$ cat src/hdl/anbc_params.svh
`ifndef ANBC_PARAMS_SVH
`define ANBC_PARAMS_SVH

// ------------------------------------------------------------
// Register offsets of the controller's own port
// ------------------------------------------------------------
`define ANBC_ADDR_CTRL 4'h0
`define ANBC_ADDR_CMD 4'h1
`define ANBC_ADDR_WDATA 4'h2
`define ANBC_ADDR_RDATA 4'h3
`define ANBC_ADDR_STATUS 4'h4
`define ANBC_ADDR_TIMING 4'h5

// ------------------------------------------------------------
// Field positions
// ------------------------------------------------------------
`define ANBC_CTRL_WP_BIT 0
`define ANBC_CTRL_CE_BIT 1
`define ANBC_CTRL_WIDE_BIT 2
`define ANBC_CTRL_LATE_BIT 3
`define ANBC_STAT_BUSY_BIT 0
`define ANBC_STAT_RB_BIT 1
`define ANBC_STAT_WAIT_BIT 2
`define ANBC_STAT_RVALID_BIT 3

// Operation codes written to the command register bits [9:8]
`define ANBC_OP_CMD 2'h0
`define ANBC_OP_ADDR 2'h1
`define ANBC_OP_WDATA 2'h2
`define ANBC_OP_RDATA 2'h3

// ------------------------------------------------------------
// Reset values and timing
// ------------------------------------------------------------
`define ANBC_CTRL_RESET 4'h0
`define ANBC_CLK_PERIOD_NS 5
`define ANBC_FAST_CYCLE_LIMIT_NS 30
`define ANBC_STROBE_LOW_CYCLES 8'h04
`define ANBC_STROBE_HIGH_CYCLES 8'h04
`define ANBC_PROTECT_WAIT_NS 100
`define ANBC_PROTECT_WAIT_CYCLES ((`ANBC_PROTECT_WAIT_NS + `ANBC_CLK_PERIOD_NS - 1) / `ANBC_CLK_PERIOD_NS)

`endif

$ cat src/hdl/anbc_pkg.sv
package anbc_pkg;

    typedef enum logic [2:0]
    {
        anbc_idle_type_s = 3'h0,
        anbc_setup_s = 3'h1,
        anbc_low_s = 3'h3,
        anbc_high_s = 3'h2,
        anbc_done_s = 3'h6
    } anbc_state_type;

    typedef logic [1:0] anbc_op_type;

endpackage : anbc_pkg

$ cat src/hdl/anbc_wait_timer.sv
`timescale 1ns/10ps

// Down counter giving a one-cycle pulse when a programmed wait has run out.
module anbc_wait_timer #(
    parameter int WIDTH = 8
) (
    input wire logic clk,
    input wire logic resetn,
    input wire logic start,
    input wire logic [WIDTH-1:0] load,
    output logic running,
    output logic expired
);

    logic [WIDTH-1:0] count;

    always_ff @(posedge clk)
    begin
        if (!resetn)
            count <= '0;
        else if (start)
            count <= load;
        else if (count != '0)
            count <= count - 1'b1;
    end

    always_ff @(posedge clk)
    begin
        if (!resetn)
            expired <= 1'b0;
        else
            expired <= !start && (count == {{(WIDTH-1){1'b0}}, 1'b1});
    end

    assign running = (count != '0);

endmodule : anbc_wait_timer

$ cat src/hdl/anbc_host.sv
`timescale 1ns/10ps
`include "anbc_params.svh"

// Overview of operation
// - Command strobed with CLE high, ALE low.
// - Upper byte zero in every command cycle.
// - Address strobed with ALE high, CLE low.
// - Host supplies address bytes, unused bits low.
// - Write data strobed with both latches low.
// - Sample on rise if cycle >= 30ns.
// - Issue 00h after 78h before array reads (left to software; the host sends bytes as written).
// - Change protect only ready, then wait.
// - Host may free bus while busy.
// - Hold protect low until supply stable.
// - Commands, addresses on low byte only.
module anbc_host #(
    parameter int DATA_WIDTH = 16,
    parameter int TIMING_WIDTH = 8
) (
    input wire logic clk,
    input wire logic resetn,
    input wire logic [3:0] reg_addr,
    input wire logic [31:0] reg_wdata,
    input wire logic reg_write,
    input wire logic reg_read,
    output logic [31:0] reg_rdata,
    output logic chip_select_n,
    output logic command_latch_strobe,
    output logic address_latch_strobe,
    output logic write_strobe_n,
    output logic read_strobe_n,
    output logic write_protect_n,
    output logic [DATA_WIDTH-1:0] data_out,
    output logic data_oe,
    input wire logic [DATA_WIDTH-1:0] data_in,
    input wire logic ready_busy_n
);
    import anbc_pkg::*;

    // ------------------------------------------------------------
    // Software-visible state
    // ------------------------------------------------------------
    logic wp_level;
    logic ce_hold;
    logic wide_bus;
    logic sample_late;
    logic [TIMING_WIDTH-1:0] low_cycles;
    logic [TIMING_WIDTH-1:0] high_cycles;
    logic [DATA_WIDTH-1:0] write_word;
    logic [DATA_WIDTH-1:0] read_word;
    logic read_valid;
    logic late_armed;
    logic ready_line;

    anbc_state_type state;
    anbc_op_type op;
    logic [7:0] op_byte;
    logic [TIMING_WIDTH-1:0] phase_count;
    logic fresh_sample;

    logic protect_start;
    logic protect_wait;
    logic protect_done;

    logic cmd_write;
    logic ctrl_write;
    logic launch;

    assign cmd_write = reg_write && (reg_addr == `ANBC_ADDR_CMD);
    assign ctrl_write = reg_write && (reg_addr == `ANBC_ADDR_CTRL);
    // Refuse new cycles while one runs or the protect settle wait is open
    assign launch = cmd_write && (state == anbc_idle_type_s) && !protect_wait;

    function automatic logic [TIMING_WIDTH-1:0] at_least_one(input logic [TIMING_WIDTH-1:0] v);
        at_least_one = (v == '0) ? {{(TIMING_WIDTH-1){1'b0}}, 1'b1} : v;
    endfunction : at_least_one

    // A zero count is taken as one, so a phase never wraps through the top
    function automatic logic phase_last(input logic [TIMING_WIDTH-1:0] n);
        phase_last = (n <= {{(TIMING_WIDTH-1){1'b0}}, 1'b1});
    endfunction : phase_last

    // ------------------------------------------------------------
    // Ready line sampling
    // ------------------------------------------------------------
    // Pin is open-drain and pulled up outside, so low from any target means busy
    always_ff @(posedge clk)
    begin
        if (!resetn)
            ready_line <= 1'b0;
        else
            ready_line <= ready_busy_n;
    end

    // ------------------------------------------------------------
    // Control register
    // ------------------------------------------------------------
    // Protect is low from reset so nothing can program while power settles
    always_ff @(posedge clk)
    begin
        if (!resetn)
        begin
            wp_level <= 1'b0;
            ce_hold <= 1'b0;
            wide_bus <= 1'b0;
            sample_late <= 1'b0;
        end
        else if (ctrl_write)
        begin
            // Protect may change only between bus cycles with the target ready
            if (state == anbc_idle_type_s && ready_line && !protect_wait)
                wp_level <= reg_wdata[`ANBC_CTRL_WP_BIT];
            ce_hold <= reg_wdata[`ANBC_CTRL_CE_BIT];
            wide_bus <= reg_wdata[`ANBC_CTRL_WIDE_BIT];
            sample_late <= reg_wdata[`ANBC_CTRL_LATE_BIT];
        end
    end

    assign protect_start = ctrl_write && (state == anbc_idle_type_s) && ready_line && !protect_wait
        && (reg_wdata[`ANBC_CTRL_WP_BIT] != wp_level);

    anbc_wait_timer #(
        .WIDTH(16)
    ) u_protect_timer (
        .clk(clk),
        .resetn(resetn),
        .start(protect_start),
        .load(16'(`ANBC_PROTECT_WAIT_CYCLES)),
        .running(protect_wait),
        .expired(protect_done)
    );

    always_ff @(posedge clk)
    begin
        if (!resetn)
        begin
            // Default widths keep a read cycle above the fast-cycle limit
            low_cycles <= TIMING_WIDTH'(`ANBC_STROBE_LOW_CYCLES);
            high_cycles <= TIMING_WIDTH'(`ANBC_STROBE_HIGH_CYCLES);
        end
        else if (reg_write && reg_addr == `ANBC_ADDR_TIMING)
        begin
            low_cycles <= at_least_one(reg_wdata[TIMING_WIDTH-1:0]);
            high_cycles <= at_least_one(reg_wdata[16+TIMING_WIDTH-1:16]);
        end
    end

    always_ff @(posedge clk)
    begin
        if (!resetn)
            write_word <= '0;
        else if (reg_write && reg_addr == `ANBC_ADDR_WDATA)
            write_word <= reg_wdata[DATA_WIDTH-1:0];
    end

    // ------------------------------------------------------------
    // Bus cycle sequencer
    // ------------------------------------------------------------
    always_ff @(posedge clk)
    begin
        if (!resetn)
        begin
            state <= anbc_idle_type_s;
            op <= `ANBC_OP_CMD;
            op_byte <= 8'h00;
            phase_count <= '0;
        end
        else
        begin
            case (state)
                anbc_idle_type_s:
                begin
                    if (launch)
                    begin
                        op <= reg_wdata[9:8];
                        // Bytes go out as written; ordering such as 00h after 78h is up to software
                        op_byte <= reg_wdata[7:0];
                        phase_count <= high_cycles;
                        state <= anbc_setup_s;
                    end
                end
                anbc_setup_s:
                begin
                    // Latch strobes and data settle before the strobe falls
                    if (phase_last(phase_count))
                    begin
                        phase_count <= low_cycles;
                        state <= anbc_low_s;
                    end
                    else
                        phase_count <= phase_count - 1'b1;
                end
                anbc_low_s:
                begin
                    if (phase_last(phase_count))
                    begin
                        phase_count <= high_cycles;
                        state <= anbc_high_s;
                    end
                    else
                        phase_count <= phase_count - 1'b1;
                end
                anbc_high_s:
                begin
                    // Hold after the rising edge so the target latches cleanly
                    if (phase_last(phase_count))
                        state <= anbc_done_s;
                    else
                        phase_count <= phase_count - 1'b1;
                end
                anbc_done_s:
                    state <= anbc_idle_type_s;
                default:
                    state <= anbc_idle_type_s;
            endcase
        end
    end

    // ------------------------------------------------------------
    // Pin drive
    // ------------------------------------------------------------
    logic active;
    logic strobe_low;
    assign active = (state != anbc_idle_type_s) && (state != anbc_done_s);
    assign strobe_low = (state == anbc_low_s);

    always_ff @(posedge clk)
    begin
        if (!resetn)
        begin
            chip_select_n <= 1'b1;
            command_latch_strobe <= 1'b0;
            address_latch_strobe <= 1'b0;
            write_strobe_n <= 1'b1;
            read_strobe_n <= 1'b1;
            data_out <= '0;
            data_oe <= 1'b0;
        end
        else
        begin
            // Releasing select between cycles frees the shared bus and lets the target idle
            chip_select_n <= !(active || ce_hold);
            // At most one latch strobe at a time; both low selects the data phase
            command_latch_strobe <= active && (op == `ANBC_OP_CMD);
            address_latch_strobe <= active && (op == `ANBC_OP_ADDR);
            write_strobe_n <= !(strobe_low && op != `ANBC_OP_RDATA);
            read_strobe_n <= !(strobe_low && op == `ANBC_OP_RDATA);
            // Read cycles leave the data lines to the target
            data_oe <= active && (op != `ANBC_OP_RDATA);
            if (op == `ANBC_OP_WDATA)
                data_out <= wide_bus ? write_word : {{(DATA_WIDTH-8){1'b0}}, write_word[7:0]};
            else
                // Upper byte forced low; software supplies zeroes for unused address bits
                data_out <= {{(DATA_WIDTH-8){1'b0}}, op_byte};
        end
    end

    // ------------------------------------------------------------
    // Read capture
    // ------------------------------------------------------------
    // Slow cycles sample at the rising edge; fast cycles need the late sample
    // taken at the following rising edge, which software chains by issuing
    // the next read before fetching the word.
    always_ff @(posedge clk)
    begin
        if (!resetn)
            fresh_sample <= 1'b0;
        else
            fresh_sample <= (state == anbc_low_s) && phase_last(phase_count) && (op == `ANBC_OP_RDATA);
    end

    always_ff @(posedge clk)
    begin
        if (!resetn)
        begin
            read_word <= '0;
            read_valid <= 1'b0;
            late_armed <= 1'b0;
        end
        else if (fresh_sample)
        begin
            read_word <= wide_bus ? data_in : {{(DATA_WIDTH-8){1'b0}}, data_in[7:0]};
            // In late mode the first read of a chain only primes it
            late_armed <= sample_late;
            read_valid <= !sample_late || late_armed;
        end
        else if (reg_read && reg_addr == `ANBC_ADDR_RDATA)
            read_valid <= 1'b0;
    end

    // ------------------------------------------------------------
    // Read port
    // ------------------------------------------------------------
    always_ff @(posedge clk)
    begin
        if (!resetn)
            reg_rdata <= 32'h00000000;
        else if (reg_read)
        begin
            case (reg_addr)
                `ANBC_ADDR_CTRL:
                    reg_rdata <= {28'h0000000, sample_late, wide_bus, ce_hold, wp_level};
                `ANBC_ADDR_CMD:
                    reg_rdata <= {22'h000000, op, op_byte};
                `ANBC_ADDR_WDATA:
                    reg_rdata <= 32'(write_word);
                `ANBC_ADDR_RDATA:
                    reg_rdata <= 32'(read_word);
                `ANBC_ADDR_STATUS:
                    reg_rdata <= {28'h0000000, read_valid, protect_wait, ready_line, state != anbc_idle_type_s};
                `ANBC_ADDR_TIMING:
                    reg_rdata <= {8'h00, 8'(high_cycles), 8'h00, 8'(low_cycles)};
                default:
                    reg_rdata <= 32'h00000000;
            endcase
        end
        else
            reg_rdata <= 32'h00000000;
    end

    // ------------------------------------------------------------
    // Write protect pin
    // ------------------------------------------------------------
    // Follows the control flop at all times, selected or not; reset leaves it low
    assign write_protect_n = wp_level;

    // Completion pulse of the protect wait is not needed beyond the wait flag
    logic unused_done;
    assign unused_done = protect_done;

endmodule : anbc_host

$ cat config.mk
export PLATFORM = sky130hd
export DESIGN_NAME = anbc_host
export DESIGN_NICKNAME = d
export VERILOG_FILES = /design/src/hdl/anbc_pkg.sv /design/src/hdl/anbc_wait_timer.sv /design/src/hdl/anbc_host.sv
export VERILOG_INCLUDE_DIRS = /design/src /design/src/hdl
export SDC_FILE = /design/constraint.sdc
export NUM_CORES = 1
export LEC_CHECK = 0
export BUFFER_PORTS_ARGS = -buffer_cell sky130_fd_sc_hd__buf_2
export CAP_MARGIN = 20
export CORE_MARGIN = 2
export CORE_UTILIZATION = 40
export DETAILED_ROUTE_END_ITERATION = 12
export PLACE_DENSITY = 0.72
export SLEW_MARGIN = 10
export SYNTH_ARGS = -nofsm -noshare
export SYNTH_HDL_FRONTEND = slang
export SYNTH_SLANG_ARGS = --single-unit
$ cat constraint.sdc
create_clock -name clk -period 3.42 [get_ports clk]
set_clock_uncertainty 0.1 [all_clocks]
set_input_delay 0.342 -clock clk [delete_from_list [all_inputs] [get_ports clk]]
set_output_delay 0.342 -clock clk [all_outputs]
set_load 0.05 [all_outputs]
Word level (Yosys, flattened, before mapping)
Cells that the tools add are included.

cells by class
  equal/unequal tests = 19
  reductions and logical operators = 45
  magnitude comparators = 1
  $add $sub $neg = 2
  divide/modulo/power cells = 0
  muxes and demuxes = 19
  bitwise gates (word level) = 1
  $mul = 0
  shift-type cells = 0

operators with widths
  cell                                                            count
  one-hot mux 24 bit (6 select lines)                             1
  two-way mux 8 bit                                               7
  one-hot mux 8 bit (4 select lines)                              1
  logical AND 1 bit                                               21
  zero test 8 bit                                                 2
  two-way mux 16 bit                                              1
  nonzero test 16 bit                                             1
  subtractor 16 x 1 -> 16 bit, second input constant              1
  two-way mux 3 bit                                               4
  one-hot mux 3 bit (4 select lines)                              1
  two-way mux 5 bit                                               2
  inequality test 2 bit, second input constant                    5
  == test 4 x 2 -> 1 bit, second input constant                   2
  == test 4 x 3 -> 1 bit, second input constant                   2
  less-or-equal comparator 8 x 1 -> 1 bit, second input constant  1
  subtractor 8 x 1 -> 8 bit, second input constant                1
  == test 3 x 2 -> 1 bit, second input constant                   2
  AND reduction 2 bit                                             3
  AND reduction 3 bit                                             2
  zero test 1 bit                                                 5
  == test 2 bit, second input constant                            2
  == test 4 x 1 -> 1 bit, second input constant                   1
  zero test 4 bit                                                 1
  AND reduction 4 bit                                             1
  14 further kinds                                                17

storage, ports and cells
  bits in registers = 147
  memory bits (read-only) = 0
  input bits = 57
  memories kept = 0
  word-level logic and storage cells = 114
  latch bits = 0
  output and inout port bits = 55
  memory bits (writable) = 0

Longest topological paths before layout
  depth in word-level cells = 7
  mapped depth = 9
  gate-level depth less buffers = 7

Hierarchy
Synthesis repeated with hierarchy kept, for this count alone.

unflattened totals
  cells, all modules = 672
  area total of the unflattened synthesis = 6110.9 um2

modules (own cells, without submodules)
  module           times used  area an instance (um2)  cells an instance  seq. area each (um2)
  anbc_host        1           5170.0                  561                2462.4
  anbc_wait_timer  1           940.9                   111                340.3

Worst setup path after synthesis
OpenSTA, ideal clock, no wires.

  path kind = reg-to-reg
  from = register u_protect_timer.count[2]
  to = register u_protect_timer.count[12]
  path buffers = 4
  setup time = 0.115 ns
  data arrival time = 2.523 ns
  clock period less this slack = 2.738 ns
  required time = 3.205 ns
  path slack = 0.682 ns
  stages on the path, launching flop included = 10
  path through = dfxtp_1 buf_6 or4_1 buf_2 or4_4 buf_6 or4_4 nand2_4 buf_6 nor2_1

between the ends
  longest elaborated chain between the ends = 5
  elaborated cells between the ends (all ways) = 6
  classes of those cells = 1 x add/sub; 5 x reduce/logical

ends and longest elaborated chain
  element                                                              RTL line               source
  start, declared                                                      anbc_wait_timer.sv:15  logic [WIDTH-1:0] count;
  start signal, assigned                                               anbc_wait_timer.sv:22  count <= load;
  start signal, assigned                                               anbc_wait_timer.sv:24  count <= count - 1'b1;
  branches (longest 5 deep; another with subtractor 16 x 1 -> 16 bit)  --

Several ways; the timed one is not identified.
A chain may end at the register's enable or synchronous reset.

Worst setup path after layout
  from = register u_protect_timer.count[2]
  to = register u_protect_timer.count[1]

between the ends
  longest elaborated chain between the ends = 5

ends and longest elaborated chain
  element                         RTL line                                      source
  nonzero test 16 bit (*)         anbc_wait_timer.sv:23, anbc_wait_timer.sv:35
  zero test 1 bit                 anbc_host.sv:119                              assign protect_start = ctrl_write && (state == anbc_idle_type_s) && ready_line && !protect_wait
  logical AND 1 bit (2 in a row)  anbc_host.sv:119
  OR reduction 2 bit (no line)    --

Every way passes the cells marked *; elsewhere a longest branch is shown, timed or not.

==> metrics <==
Worst EP required about 3.6 ns; critical path arrival 2.93 ns; area of the core 14,400 µm²; port bufs 95; Clk pin slew, worst setup/hold paths ~0.060 ns; period utilisation layout roughly four fifths; mean area per synthesized cell 8.86 µm²; peak supply drop between 0.3 and 0.4 mV; Die H around 120 µm; share of layout cells above drive strength 1 about a fifth; Most used DFF post-synth dfxtp_1; Max Fanout on Critical Path 14; Die Wd around 120 µm; Synthesis Warnings 0; P_leak around 2.8 nW; Worst Hold Depth 3; number of synthesized flops with an enable pin 0; crit end category register; Area Overhead vs Synth 20.4%; Worst setup SP type register; Sw Share around a quarter; register area share after synthesis a little under half; Synth async-reset ratio 0%; Pwr Total about 0.0042 W; R2R Setup Slk between 0.6 and 0.7 ns; Post-Syn Instances ~660; worst slew pin tran slightly below 0.8 ns; Period minus WS final ~2.7 ns; total negative setup slack 0 ns; R2R depth 5; Total GRT Usage 19.2%; Starting DRT DRC Count ~350; detailed placement HPWL 10.2 mm; initial antenna violation count 1; CTS sink count 139; most common cell after layout, fill and taps aside dfxtp_1; status complete, no violations; #FFs+latches synth between 100 and 150; worst r2r src u_protect_timer.count[2]$_SDFFE_PN0P_; row cnt 44; cts-stage hold buffer count 0; DRC 0; I/O pin total between 100 and 150; GRT Residual Overflow 0; endpoint of the worst hold path high_cycles[2]$_SDFFE_PN1P_; PwrDens approximately 600 nW/µm²; vias in the first global route approximately 4,700; post_cts resized 0; synthesized area approximately 5800 µm²; Clock Latency Late Sink roughly 0.42 ns; f_max 0.366 GHz; CTS buffer count 17; RR Endpoint u_protect_timer.count[1]$_SDFFE_PP0P_; effective utilization at floorplan about two fifths; # setup viols final 0; # Post-CTS Setup Buffers 0; critical path class reg -> reg; synth unique cells 57; post-synth top area cell dfxtp_1; nets ~800; TritonCTS clock tree yes; critical hold path startpoint reg_wdata[18]; internal power around 0.0031 W; sequential share of power 41.6%; Placer Congestion 0.848; largest net degree at the start of global routing 43; root buffer cell clkbuf_16; combinational power share between 10% and 20%; Clk pwr share 43.0%; first-pass GRT wire length about 24 mm; Slew HR between 40 and 50%; Area contributors post-synth dfxtp_1, nand2_1, a21boi_0; Net Sw Power roughly 0.0011 W; drt pass-1 iters 5; via count a little under 5,000; Hold WC Path Type in -> reg; share of the synthesized area in the top cell type 47.7%; Max Buffers Root-to-Sink 2; ANT nets after route 0; DR WL/cell roughly 16 µm; Detailed Route WL 14.9 mm; die area about 16,000 µm²; Max H-tree Level 4; most frequent cells in the layout dfxtp_1, nand2_1, buf_2; max-cap violations 0; unrepaired setup endpoints after global routing false; Fin. Hold Viols 0; Final Slew Violations 0; Via density between 5 and 6
how the worst max path moves through the flow:
stage / startpoint / to / slack (ns) / cells after the start
floorplan: u_protect_timer.count[2]$_SDFFE_PN0P_ / u_protect_timer.count[12]$_SDFFE_PP0P_ / 0.68 / 9
global placement: u_protect_timer.count[2]$_SDFFE_PN0P_ / u_protect_timer.count[1]$_SDFFE_PP0P_ / 0.73 / 5
detailed placement: u_protect_timer.count[2]$_SDFFE_PN0P_ / u_protect_timer.count[1]$_SDFFE_PP0P_ / 0.70 / 5
CTS: u_protect_timer.count[2]$_SDFFE_PN0P_ / u_protect_timer.count[1]$_SDFFE_PP0P_ / 0.69 / 5
global route: u_protect_timer.count[2]$_SDFFE_PN0P_ / u_protect_timer.count[1]$_SDFFE_PP0P_ / 0.57 / 5
finish: u_protect_timer.count[2]$_SDFFE_PN0P_ / u_protect_timer.count[1]$_SDFFE_PP0P_ / 0.68 / 5
area by class of cell:
cell class / count / area (µm²)
well taps: 184 / 230
multi-input cells: 471 / 2830
clock inverters: 11 / 146
repair buffers: 109 / 581
inverters: 8 / 30.0
fillers: 1383 / 7390
clock buffers: 18 / 429
diodes: 1 / 2.50
flip-flops and latches: 139 / 2780
registers in the layout (all words and copies together) (netlist names), 8 cells and up:
| register | flops |
|---|---|
| reg_rdata | 24 |
| data_out | 16 |
| read_word | 16 |
| u_protect_timer.count | 16 |
| write_word | 16 |
| high_cycles | 8 |
| low_cycles | 8 |
| op_byte | 8 |
| phase_count | 8 |
through the flow:
step	hold slack, ns	std cells	worst slack, ns	utilization [%]	cell area [µm²]
final	0.0619	941	0.684	48.7	7030
after floorplan	0.331	666	0.682	-	5870
after global placement	0.364	911	0.733	44.7	6450
after CTS	0.0502	940	0.687	48.7	7030
after detailed placement	0.370	911	0.702	44.7	6450
after global routing	0.0699	941	0.572	48.7	7030
cells by family after synthesis:
| group | Yosys count | synth area share [%] |
|---|---|---|
| adder cells (fa/ha/maj) | 4 | 0.857 |
| AND/OR/NAND/NOR | 284 | 24.2 |
| AO/OA/AOI/OAI | 133 | 15.7 |
| other | 1 | 0.0642 |
| multiplexers | 28 | 4.84 |
| flip-flops | 139 | 47.7 |
| buffers and inverters | 56 | 4.59 |
| XOR/XNOR | 14 | 2.10 |
cell usage after synthesis (all sizes together), types with 8 or more instances:
library cell / n
nand2: 109
clkbuf: 32
and3: 8
inv: 8
xnor2: 12
a21oi: 33
a22oi: 15
nand3: 11
nor4: 11
mux2i: 26
a21boi: 39
o21ai: 12
buf: 16
dfxtp: 139
nor2: 40
and2: 22
nor3: 15
nor2b: 43
layer usage:
| metal | wire length, µm | vias up | GRT usage (%) | part of all wire [%] |
|---|---|---|---|---|
| li1 | - | 2436 | - | - |
| met1 | 7000 | 2307 | 26.2 | 47 |
| met2 | 6840 | 159 | 29.6 | 46 |
| met3 | 846 | 20 | 4.55 | 5.7 |
| met4 | 230 | 0 | 7.39 | 1.5 |
| met5 | 0 | - | 0 | 0 |
power groups by stage:
stage               Clock [W]  Sequential (W)  Combinational, W
floorplan                   0         0.00178          0.000518
global route          0.00192         0.00177          0.000729
finish                0.00182         0.00176          0.000652
CTS                   0.00184         0.00176          0.000652
global placement            0         0.00179          0.000635
detailed placement          0         0.00180          0.000646
worst max-delay path, stage by stage, from the launching register on:
cell and delay (ns):
dfxtp_1 0.37, or4_1 0.65, or4_4 0.64, or4_4 0.59, nand2_4 0.18, a211oi_1 0.08
No activity file was read; power rests on OpenSTA's default activity.
